$ cat config.mk
export PLATFORM = sky130hd
export DESIGN_NAME = uto_top
export DESIGN_NICKNAME = d
export VERILOG_FILES = /design/src/verilog/uto_top.v /design/src/verilog/uto_chan.v
export VERILOG_INCLUDE_DIRS = /design/src /design/src/verilog
export SDC_FILE = /design/constraint.sdc
export NUM_CORES = 1
export LEC_CHECK = 0
export BUFFER_PORTS_ARGS = -buffer_cell sky130_fd_sc_hd__buf_2
export CORE_AREA = 2 2 116 118
export DETAILED_ROUTE_END_ITERATION = 10
export DIE_AREA = 0 0 118 120
export SYNTH_ARGS = -nofsm -noshare
export SYNTH_HDL_FRONTEND = slang
export SYNTH_SLANG_ARGS = --single-unit
$ cat constraint.sdc
create_clock -name clk -period 2.1 [get_ports clk]
set_input_delay 0.42 -clock clk [delete_from_list [all_inputs] [get_ports clk]]
set_output_delay 0.42 -clock clk [all_outputs]
set_load 0.1 [all_outputs]
$ cat src/verilog/uto_regs.vh
// Purpose: Register indices, field positions and reset values of the receive timeout block
// Assumes: Byte address of a register is four times its index
// Notes: Definitions only
`ifndef UTO_REGS_VH
`define UTO_REGS_VH

// Register indices
`define UTO_IDX_CFG0 32'hFFFFFA0B
`define UTO_IDX_CFG1 32'hFFFFFA2B
`define UTO_IDX_CTRL0 32'hFFFFFA40
`define UTO_IDX_CTRL1 32'hFFFFFA41
`define UTO_IDX_STAT 32'hFFFFFA42
`define UTO_IDX_MASK 32'hFFFFFA43
`define UTO_IDX_BITOP 32'hFFFFFA44

// Timeout configuration fields
`define UTO_TCE_BIT 7
`define UTO_CODE_MSB 4
`define UTO_CODE_LSB 0
`define UTO_CFG_WMASK 8'h9F
`define UTO_CFG_RESET 8'h00

// Fifo control zero fields
`define UTO_MODE_BIT 7
`define UTO_CTRL_WMASK 8'h80
`define UTO_CTRL_RESET 8'h00

// Bit access register fields
`define UTO_BITOP_IDX_MSB 2
`define UTO_BITOP_IDX_LSB 0
`define UTO_BITOP_VAL_BIT 3
`define UTO_BITOP_CH_BIT 4

// Timing
`define UTO_BITS_PER_BYTE 9'h008
`define UTO_BYTES_MAX 6'h20

`endif

$ cat src/verilog/uto_top.v
// Purpose: APB register file and receive timeout detection for two UART channels
// Assumes: Receiver events, bit ticks and fifo levels come from logic on clk
// Notes: Zero-wait APB slave, pready high in the cycle after setup
//
// Decided for this implementation: the APB interface to the registers.
`timescale 1ns/1ps
`default_nettype none
`include "uto_regs.vh"

// Functional notes
// The timeout settings act only while the channel's fifo mode select bit is 1.
// After a stop bit, a timeout event is raised if the fifo holds data and no start bit came in time.
// Bit 7 of the timeout register enables the counter; while clear no timeout event occurs.
// The five-bit wait code selects 32 minus code byte-times of 8 bit periods each.
// The timeout register may be written whole as a byte or one bit at a time.
// At expiry the counter clears its count and stops, and restarts after the next stop bit.
module uto_top #(
  parameter ADDR_W = 12,
  parameter NCH = 2,
  parameter CNT_W = 9
) (
  // Clock and reset
  input wire clk,
  input wire rstn,
  input wire ce,
  // APB slave
  input wire psel,
  input wire penable,
  input wire pwrite,
  input wire [ADDR_W-1:0] paddr,
  input wire [31:0] pwdata,
  input wire [3:0] pstrb,
  output reg [31:0] prdata,
  output reg pready,
  output reg pslverr,
  // Receiver events per channel
  input wire [NCH-1:0] bit_tick,
  input wire [NCH-1:0] stop_rcvd,
  input wire [NCH-1:0] start_det,
  input wire [NCH-1:0] fifo_has_data,
  // Interrupts
  output reg [NCH-1:0] rx_timeout_irq,
  output reg irq
);

  ////////////////////////////////////////////////////////////////////////////
  localparam [31:0] A_CFG0 = `UTO_IDX_CFG0 << 2;
  localparam [31:0] A_CFG1 = `UTO_IDX_CFG1 << 2;
  localparam [31:0] A_CTRL0 = `UTO_IDX_CTRL0 << 2;
  localparam [31:0] A_CTRL1 = `UTO_IDX_CTRL1 << 2;
  localparam [31:0] A_STAT = `UTO_IDX_STAT << 2;
  localparam [31:0] A_MASK = `UTO_IDX_MASK << 2;
  localparam [31:0] A_BITOP = `UTO_IDX_BITOP << 2;

  reg [7:0] cfg_reg [0:1];
  reg [7:0] ctrl_reg [0:1];
  reg [NCH-1:0] stat_reg;
  reg [NCH-1:0] mask_reg;
  reg [NCH-1:0] stat_next;
  reg [31:0] rdata_next;
  reg hit_next;
  wire [NCH-1:0] to_pulse;
  wire setup_w;
  wire done_w;
  wire wr_w;
  wire [2:0] bit_idx_w;
  wire bit_ch_w;
  // Decoded selects and helpers
  wire sel_cfg0_w;
  wire sel_cfg1_w;
  wire sel_ctrl0_w;
  wire sel_ctrl1_w;
  wire sel_stat_w;
  wire sel_mask_w;
  wire sel_bitop_w;
  wire [7:0] bit_mask_w;
  wire bit_ok_w;
  wire rd_stat_w;
  wire [NCH-1:0] irq_src_w;

  assign setup_w = psel & ~penable;
  assign done_w = psel & penable & pready;
  assign wr_w = done_w & pwrite & pstrb[0];
  assign bit_idx_w = pwdata[`UTO_BITOP_IDX_MSB:`UTO_BITOP_IDX_LSB];
  assign bit_ch_w = pwdata[`UTO_BITOP_CH_BIT];

  // Register selects on the low address bits
  assign sel_cfg0_w = (paddr == A_CFG0[ADDR_W-1:0]);
  assign sel_cfg1_w = (paddr == A_CFG1[ADDR_W-1:0]);
  assign sel_ctrl0_w = (paddr == A_CTRL0[ADDR_W-1:0]);
  assign sel_ctrl1_w = (paddr == A_CTRL1[ADDR_W-1:0]);
  assign sel_stat_w = (paddr == A_STAT[ADDR_W-1:0]);
  assign sel_mask_w = (paddr == A_MASK[ADDR_W-1:0]);
  assign sel_bitop_w = (paddr == A_BITOP[ADDR_W-1:0]);
  // Bit access reaches only the writable bits of the timeout register
  assign bit_mask_w = 8'h01 << bit_idx_w;
  assign bit_ok_w = |(bit_mask_w & `UTO_CFG_WMASK);
  assign rd_stat_w = done_w & ~pwrite & sel_stat_w;
  assign irq_src_w = stat_next & mask_reg;

  ////////////////////////////////////////////////////////////////////////////
  // Address decode and read data
  always @* begin
    rdata_next = 32'h00000000;
    hit_next = 1'b1;
    if (sel_cfg0_w) begin
      rdata_next[7:0] = cfg_reg[0];
    end else if (sel_cfg1_w) begin
      rdata_next[7:0] = cfg_reg[1];
    end else if (sel_ctrl0_w) begin
      rdata_next[7:0] = ctrl_reg[0];
    end else if (sel_ctrl1_w) begin
      rdata_next[7:0] = ctrl_reg[1];
    end else if (sel_stat_w) begin
      rdata_next[NCH-1:0] = stat_reg;
    end else if (sel_mask_w) begin
      rdata_next[NCH-1:0] = mask_reg;
    end else if (sel_bitop_w) begin
      // Bit access register reads as zero
      rdata_next = 32'h00000000;
    end else begin
      hit_next = 1'b0;
    end
  end

  ////////////////////////////////////////////////////////////////////////////
  // APB handshake: answer in the cycle after setup
  always @(posedge clk or negedge rstn) begin
    if (!rstn) begin
      pready <= 1'b0;
      prdata <= 32'h00000000;
      pslverr <= 1'b0;
    end else if (ce) begin
      if (setup_w) begin
        pready <= 1'b1;
        prdata <= pwrite ? 32'h00000000 : rdata_next;
        pslverr <= ~hit_next;
      end else begin
        pready <= 1'b0;
        prdata <= 32'h00000000;
        pslverr <= 1'b0;
      end
    end
  end

  ////////////////////////////////////////////////////////////////////////////
  // Configuration registers
  always @(posedge clk or negedge rstn) begin
    if (!rstn) begin
      cfg_reg[0] <= `UTO_CFG_RESET;
      cfg_reg[1] <= `UTO_CFG_RESET;
      ctrl_reg[0] <= `UTO_CTRL_RESET;
      ctrl_reg[1] <= `UTO_CTRL_RESET;
      mask_reg <= {NCH{1'b0}};
    end else if (ce && wr_w) begin
      if (sel_cfg0_w) begin
        cfg_reg[0] <= pwdata[7:0] & `UTO_CFG_WMASK;
      end
      if (sel_cfg1_w) begin
        cfg_reg[1] <= pwdata[7:0] & `UTO_CFG_WMASK;
      end
      if (sel_ctrl0_w) begin
        ctrl_reg[0] <= pwdata[7:0] & `UTO_CTRL_WMASK;
      end
      if (sel_ctrl1_w) begin
        ctrl_reg[1] <= pwdata[7:0] & `UTO_CTRL_WMASK;
      end
      if (sel_mask_w) begin
        mask_reg <= pwdata[NCH-1:0];
      end
      // Reserved bits of the timeout register never hold a one
      if (sel_bitop_w && bit_ok_w) begin
        cfg_reg[bit_ch_w][bit_idx_w] <= pwdata[`UTO_BITOP_VAL_BIT];
      end
    end
  end

  ////////////////////////////////////////////////////////////////////////////
  // Per-channel counters
  genvar g;
  generate
    for (g = 0; g < NCH; g = g + 1) begin : g_ch
      wire act_w;
      // Counter runs only in fifo mode with the enable bit set
      assign act_w = ctrl_reg[g][`UTO_MODE_BIT] & cfg_reg[g][`UTO_TCE_BIT];
      uto_chan #(
        .CNT_W(CNT_W)
      ) u_chan (
        .clk(clk),
        .rstn(rstn),
        .ce(ce),
        .active(act_w),
        .wait_time_code(cfg_reg[g][`UTO_CODE_MSB:`UTO_CODE_LSB]),
        .bit_tick(bit_tick[g]),
        .stop_rcvd(stop_rcvd[g]),
        .start_det(start_det[g]),
        .fifo_has_data(fifo_has_data[g]),
        .timeout_pulse(to_pulse[g])
      );
    end
  endgenerate

  ////////////////////////////////////////////////////////////////////////////
  // Sticky status, cleared by read of the bits returned; a new event wins
  always @* begin
    stat_next = stat_reg;
    if (rd_stat_w) begin
      stat_next = stat_reg & ~prdata[NCH-1:0];
    end
    stat_next = stat_next | to_pulse;
  end

  always @(posedge clk or negedge rstn) begin
    if (!rstn) begin
      stat_reg <= {NCH{1'b0}};
      rx_timeout_irq <= {NCH{1'b0}};
      irq <= 1'b0;
    end else if (ce) begin
      stat_reg <= stat_next;
      rx_timeout_irq <= to_pulse;
      irq <= |irq_src_w;
    end
  end

endmodule
`default_nettype wire

$ cat src/verilog/uto_chan.v
// Purpose: Next-data wait counter of one receive channel
// Assumes: Event and tick inputs are one-cycle pulses from logic on clk
// Notes: Counts bit periods from a stop bit until a start bit or expiry
`timescale 1ns/1ps
`default_nettype none
`include "uto_regs.vh"

module uto_chan #(
  parameter CNT_W = 9
) (
  // Clock and reset
  input wire clk,
  input wire rstn,
  input wire ce,
  // Configuration
  input wire active,
  input wire [4:0] wait_time_code,
  // Receiver events
  input wire bit_tick,
  input wire stop_rcvd,
  input wire start_det,
  input wire fifo_has_data,
  // Result
  output reg timeout_pulse
);

  wire [5:0] bytes_w;
  wire [CNT_W-1:0] limit_w;
  reg [CNT_W-1:0] count_reg;
  reg run_reg;

  // Wait is (32 - code) bytes of 8 bit periods
  assign bytes_w = `UTO_BYTES_MAX - {1'b0, wait_time_code};
  assign limit_w = {{(CNT_W-6){1'b0}}, bytes_w} * `UTO_BITS_PER_BYTE;

  always @(posedge clk or negedge rstn) begin
    if (!rstn) begin
      count_reg <= {CNT_W{1'b0}};
      run_reg <= 1'b0;
      timeout_pulse <= 1'b0;
    end else if (ce) begin
      timeout_pulse <= 1'b0;
      if (!active) begin
        count_reg <= {CNT_W{1'b0}};
        run_reg <= 1'b0;
      end else if (start_det) begin
        count_reg <= {CNT_W{1'b0}};
        run_reg <= 1'b0;
      end else if (stop_rcvd) begin
        count_reg <= {CNT_W{1'b0}};
        run_reg <= 1'b1;
      end else if (run_reg && bit_tick) begin
        if (count_reg + 1'b1 == limit_w) begin
          count_reg <= {CNT_W{1'b0}};
          run_reg <= 1'b0;
          timeout_pulse <= fifo_has_data;
        end else begin
          count_reg <= count_reg + 1'b1;
        end
      end
    end
  end

endmodule
`default_nettype wire

==> reports/results.md <==
| Group | Quantity | This run |
| --- | --- | --- |
| outcome | Outcome | finished, violations left |
| outcome | Failing checks | negative setup slack |
| yosys | Sequential area share after synthesis | 37.4% |
| global routing | Antenna violations before repair | 0 |
| die | Number of top-level pins | 99 |
| power and ir drop | Switch share | 26.7% |
| place | Total instance count after detailed placement | 679 |
| cells and area | Diodes inserted | 0 |
| sta | Slew Limit Fails | 0 |
| power and ir drop | Leak pwr | 2.47 nW |
| yosys | Number of flops mapped to enable cells by yosys | 0 |
| clock network | Clock transition at the registers of the reported paths | 50 ps |
| worst setup path | Worst Setup Start Kind | primary input |
| yosys | Most frequent cells after synthesis | sky130_fd_sc_hd__dfrtp_1, sky130_fd_sc_hd__nand2_1, sky130_fd_sc_hd__buf_4 |
| yosys | Area share of the largest cell type after synthesis | 37.4% |
| sta | Remaining max-slew budget at the tightest pin | 54.5% |
| yosys | Synthesized instance count | 409 |
| cells and area | Util after Layout | 42.1% |
| worst setup path | Arrival time of the worst setup path | 2610 ps |
| sta | Slew @ Worst Pin | 683 ps |
| route | Total Routed Length | 10500 um |
| power and ir drop | Total power divided by cell area | 590 nW/um2 |
| yosys | Netlist Area Pre-Place | 3820 um2 |
| sta | Final hold vios | 0 |
| cells and area | Largest register FFs | 18 |
| die | Standard cell core area | 13000 um2 |
| clock network | Clock tree from TritonCTS | built |
| power and ir drop | Sequential share of power | 34.4% |
| global routing | Largest net degree at the start of global routing | 29 |
| worst setup path | Critical-path maximum fanout | 8 |
| cells and area | Layout-stage area growth over the synthesis result | 43.3% |
| yosys | Synth area leader | sky130_fd_sc_hd__dfrtp_1 |
| route | Iteration count of the initial detailed-routing pass | 4 |
| clock network | Buffers from clock root to sink, at most | 2 |
| die | Die Height | 120 um |
| cells and area | Final net count | 595 |
| worst setup path | Worst EP required | 2300 ps |
| yosys | Proportion of register bits with asynchronous set or reset after synthesis | 100% |
| yosys | Cell with the most instances after synthesis | sky130_fd_sc_hd__dfrtp_1 |
| cells and area | Fraction of layout cells with a size suffix above 1 | 42.9% |
| global routing | Wire length of the first global-routing pass | 17200 um |
| die | Starting utilization of the core area | 29.4% |
| clock network | Count of clock tree sinks | 57 |
| yosys | Synthesis warning total | 0 |
| die | Cell Rows | 42 |
| clock network | Clock latency of the later-clocked register in the worst-skew pair | 330 ps |
| yosys | Distinct cell type count of the synthesized netlist | 60 |
| place | Placed wire-length estimate after detailed placement | 7460 um |
| clock network | Number of levels in the clock H-tree | 3 |
| die | Die Span X | 118 um |
| cells and area | Fill cells | 1259 |
| power and ir drop | Switching power summed over all nets | 0.862 mW |
| yosys | Main flop type after synthesis | sky130_fd_sc_hd__dfrtp_1 |
| sta | Worst Skew | 5.61 ps |
| place | Pre-CTS setup slack | -635 ps |
| power and ir drop | Part of the total power dissipated in combinational logic | 11.9% |
| route | Remaining routing DRC violations | 0 |
| route | Average wire per cell in the routed design | 14.8 um |
| worst setup path | Setup Crit Path Kind | primary input to flip-flop |
| global routing | Via count of the first global-routing pass | 3494 |
| power and ir drop | Worst IR drop on VDD | 0.301 mV |
| power and ir drop | Internal portion of total power | 2.36 mW |
| sta | Final critical-path required period | 2410 ps |
| clock network | CTS Buf Count | 9 |
| global routing | Overflow left after global routing | 0 |
| die | Total die area | 14200 um2 |
| yosys | Ranking of synthesized cells by area | sky130_fd_sc_hd__dfrtp_1, sky130_fd_sc_hd__nand2_1, sky130_fd_sc_hd__buf_4 |
| cells and area | Layout Cells excl Fill | 710 |
| yosys | Per-instance average area after synthesis | 9.34 um2 |
| route | Number of violations reported at the end of detailed-routing iteration 0 | 191 |
| route | Per-cell via count in the routed design | 4.79 |
| worst setup path | Capturing element type of the critical path | flip-flop |
| global routing | All-Layer GR Usage | 15.2% |
| power and ir drop | Clock power share | 53.8% |
| sta | Unrepaired setup endpoints after global routing | true |
| min path | Worst min-delay path class | primary input to asynchronous set/reset pin |
| route | Overall via count from detail_route | 3401 |
| sta | Worst Slack Setup Final | -313 ps |
| clock network | Library cell used as clock root buffer | sky130_fd_sc_hd__clkbuf_16 |
| route | Count of antenna-violating nets left after detailed routing | 0 |
| sta | Fmax | 414 MHz |
| place | Number of I/O port buffers | 45 |
| sta | Number of setup violations in the final report | 36 |
| place | Final estimated routing congestion in global placement | 0.867 |
| worst setup path | Setup crit start | paddr[9] |
| run | Max-cap viol count | 0 |
| sta | Tcrit/Tclk final | 115% |
| worst setup path | Origin of the critical flop-to-flop path | cfg_reg[1] |
| yosys | Register bit count reported by yosys | 57 |
## cell usage in the layout (no fill, tap or decap), drive strengths merged, types with 3 or more instances in the layout
master,synthesis,routed
a21oi,6,6
a221o,5,5
a221oi,3,3
a22oi,5,5
and2,9,9
and3,8,8
buf,30,130
bufinv,0,3
clkbuf,15,10
conb,1,24
dfrtp,57,57
ha,4,4
inv,13,14
mux2,18,18
mux2i,13,13
nand2,51,51
nand2b,6,6
nand3,17,17
nand4,5,5
nor2,24,25
nor3,9,9
nor3b,7,7
nor4b,4,4
o21ai,28,28
o22ai,3,3
o2bb2ai,8,8
o311ai,3,3
or2,4,4
or3,4,4
xnor2,15,15
xnor3,4,4
xor2,6,6
## per-layer routing
layer	GRT usage, %	share of wire [%]
met1	17.7	42
met2	26.7	52
met3	4.47	3.7
met5	0	0
met4	4.89	1.5
## kinds of logic (layout without fill, tap and decap cells)
| group | count (synthesis) | in the layout | synth area share [%] |
|---|---|---|---|
| XOR/XNOR | 25 | 25 | 7.18 |
| other | 1 | 24 | 0.0982 |
| AND/OR/NAND/NOR | 159 | 160 | 22.4 |
| flip-flops | 57 | 57 | 37.4 |
| AO/OA/AOI/OAI | 74 | 74 | 13.7 |
| multiplexers | 31 | 31 | 8.91 |
| buffers and inverters | 58 | 159 | 9.01 |
| adder cells (fa/ha/maj) | 4 | 4 | 1.31 |
## worst paths after layout
check	slack (ps)	depth (start not counted)	end
max	-310	8	cfg_reg[0]
max in group asynchronous	1400	2	g_ch[0].u_chan.count_reg[5]
max reg2reg	-300	8	g_ch[1].u_chan.count_reg[8]
min in group clk	340	3	g_ch[0].u_chan.run_reg
min reg2reg	490	1	prdata[6]
min	120	1	g_ch[1].u_chan.run_reg
## what timing repair did
action	4_1_cts	5_1_grt
hold buffers	0	0
resized for setup	36	40
hold endpoints to repair	0	0
setup buffers	9	5
endpoints found under the setup margin	40	48
gates cloned	1	0
pin swaps	19	22
## area by class of cell
class | instances | area (um2) | area share [%]
inverters | 13 | 48.8 | 0.892
flip-flops and latches | 57 | 1430 | 26.1
multi-input cells | 318 | 2500 | 45.7
clock buffers | 10 | 239 | 4.37
clock inverters | 6 | 114 | 2.08
well taps | 176 | 220 | 4.03
repair buffers | 130 | 925 | 16.9
## metrics by stage
| step | setup TNS, ps | power, mW | cell area, um2 | hold WS (ps) |
|---|---|---|---|---|
| global route | -10340 | 3.34 | 5470 | 176 |
| global placement | -13060 | 1.50 | 4670 | 475 |
| floorplan | -7290 | 1.43 | 3980 | 124 |
| CTS | -4770 | 3.26 | 5250 | 143 |
| finish | -6880 | 3.23 | 5470 | 124 |
| detailed placement | -14600 | 1.50 | 4670 | 472 |
## power groups by stage
stage               clock (mW)  sequential, mW  combinational, mW
global placement             0            1.13              0.373
global route              1.83            1.11              0.403
detailed placement           0            1.13              0.376
floorplan                    0            1.16              0.274
CTS                       1.77            1.11              0.381
finish                    1.73            1.11              0.382
## critical path: stages
cell,delay [ps]
sky130_fd_sc_hd__buf_6,90
sky130_fd_sc_hd__or4b_4,520
sky130_fd_sc_hd__or3_4,340
sky130_fd_sc_hd__or3_4,470
sky130_fd_sc_hd__nor2_8,210
sky130_fd_sc_hd__mux2_1,330
sky130_fd_sc_hd__mux2i_1,140
sky130_fd_sc_hd__o21ai_1,80
No activity file was read; power rests on OpenSTA's default activity.
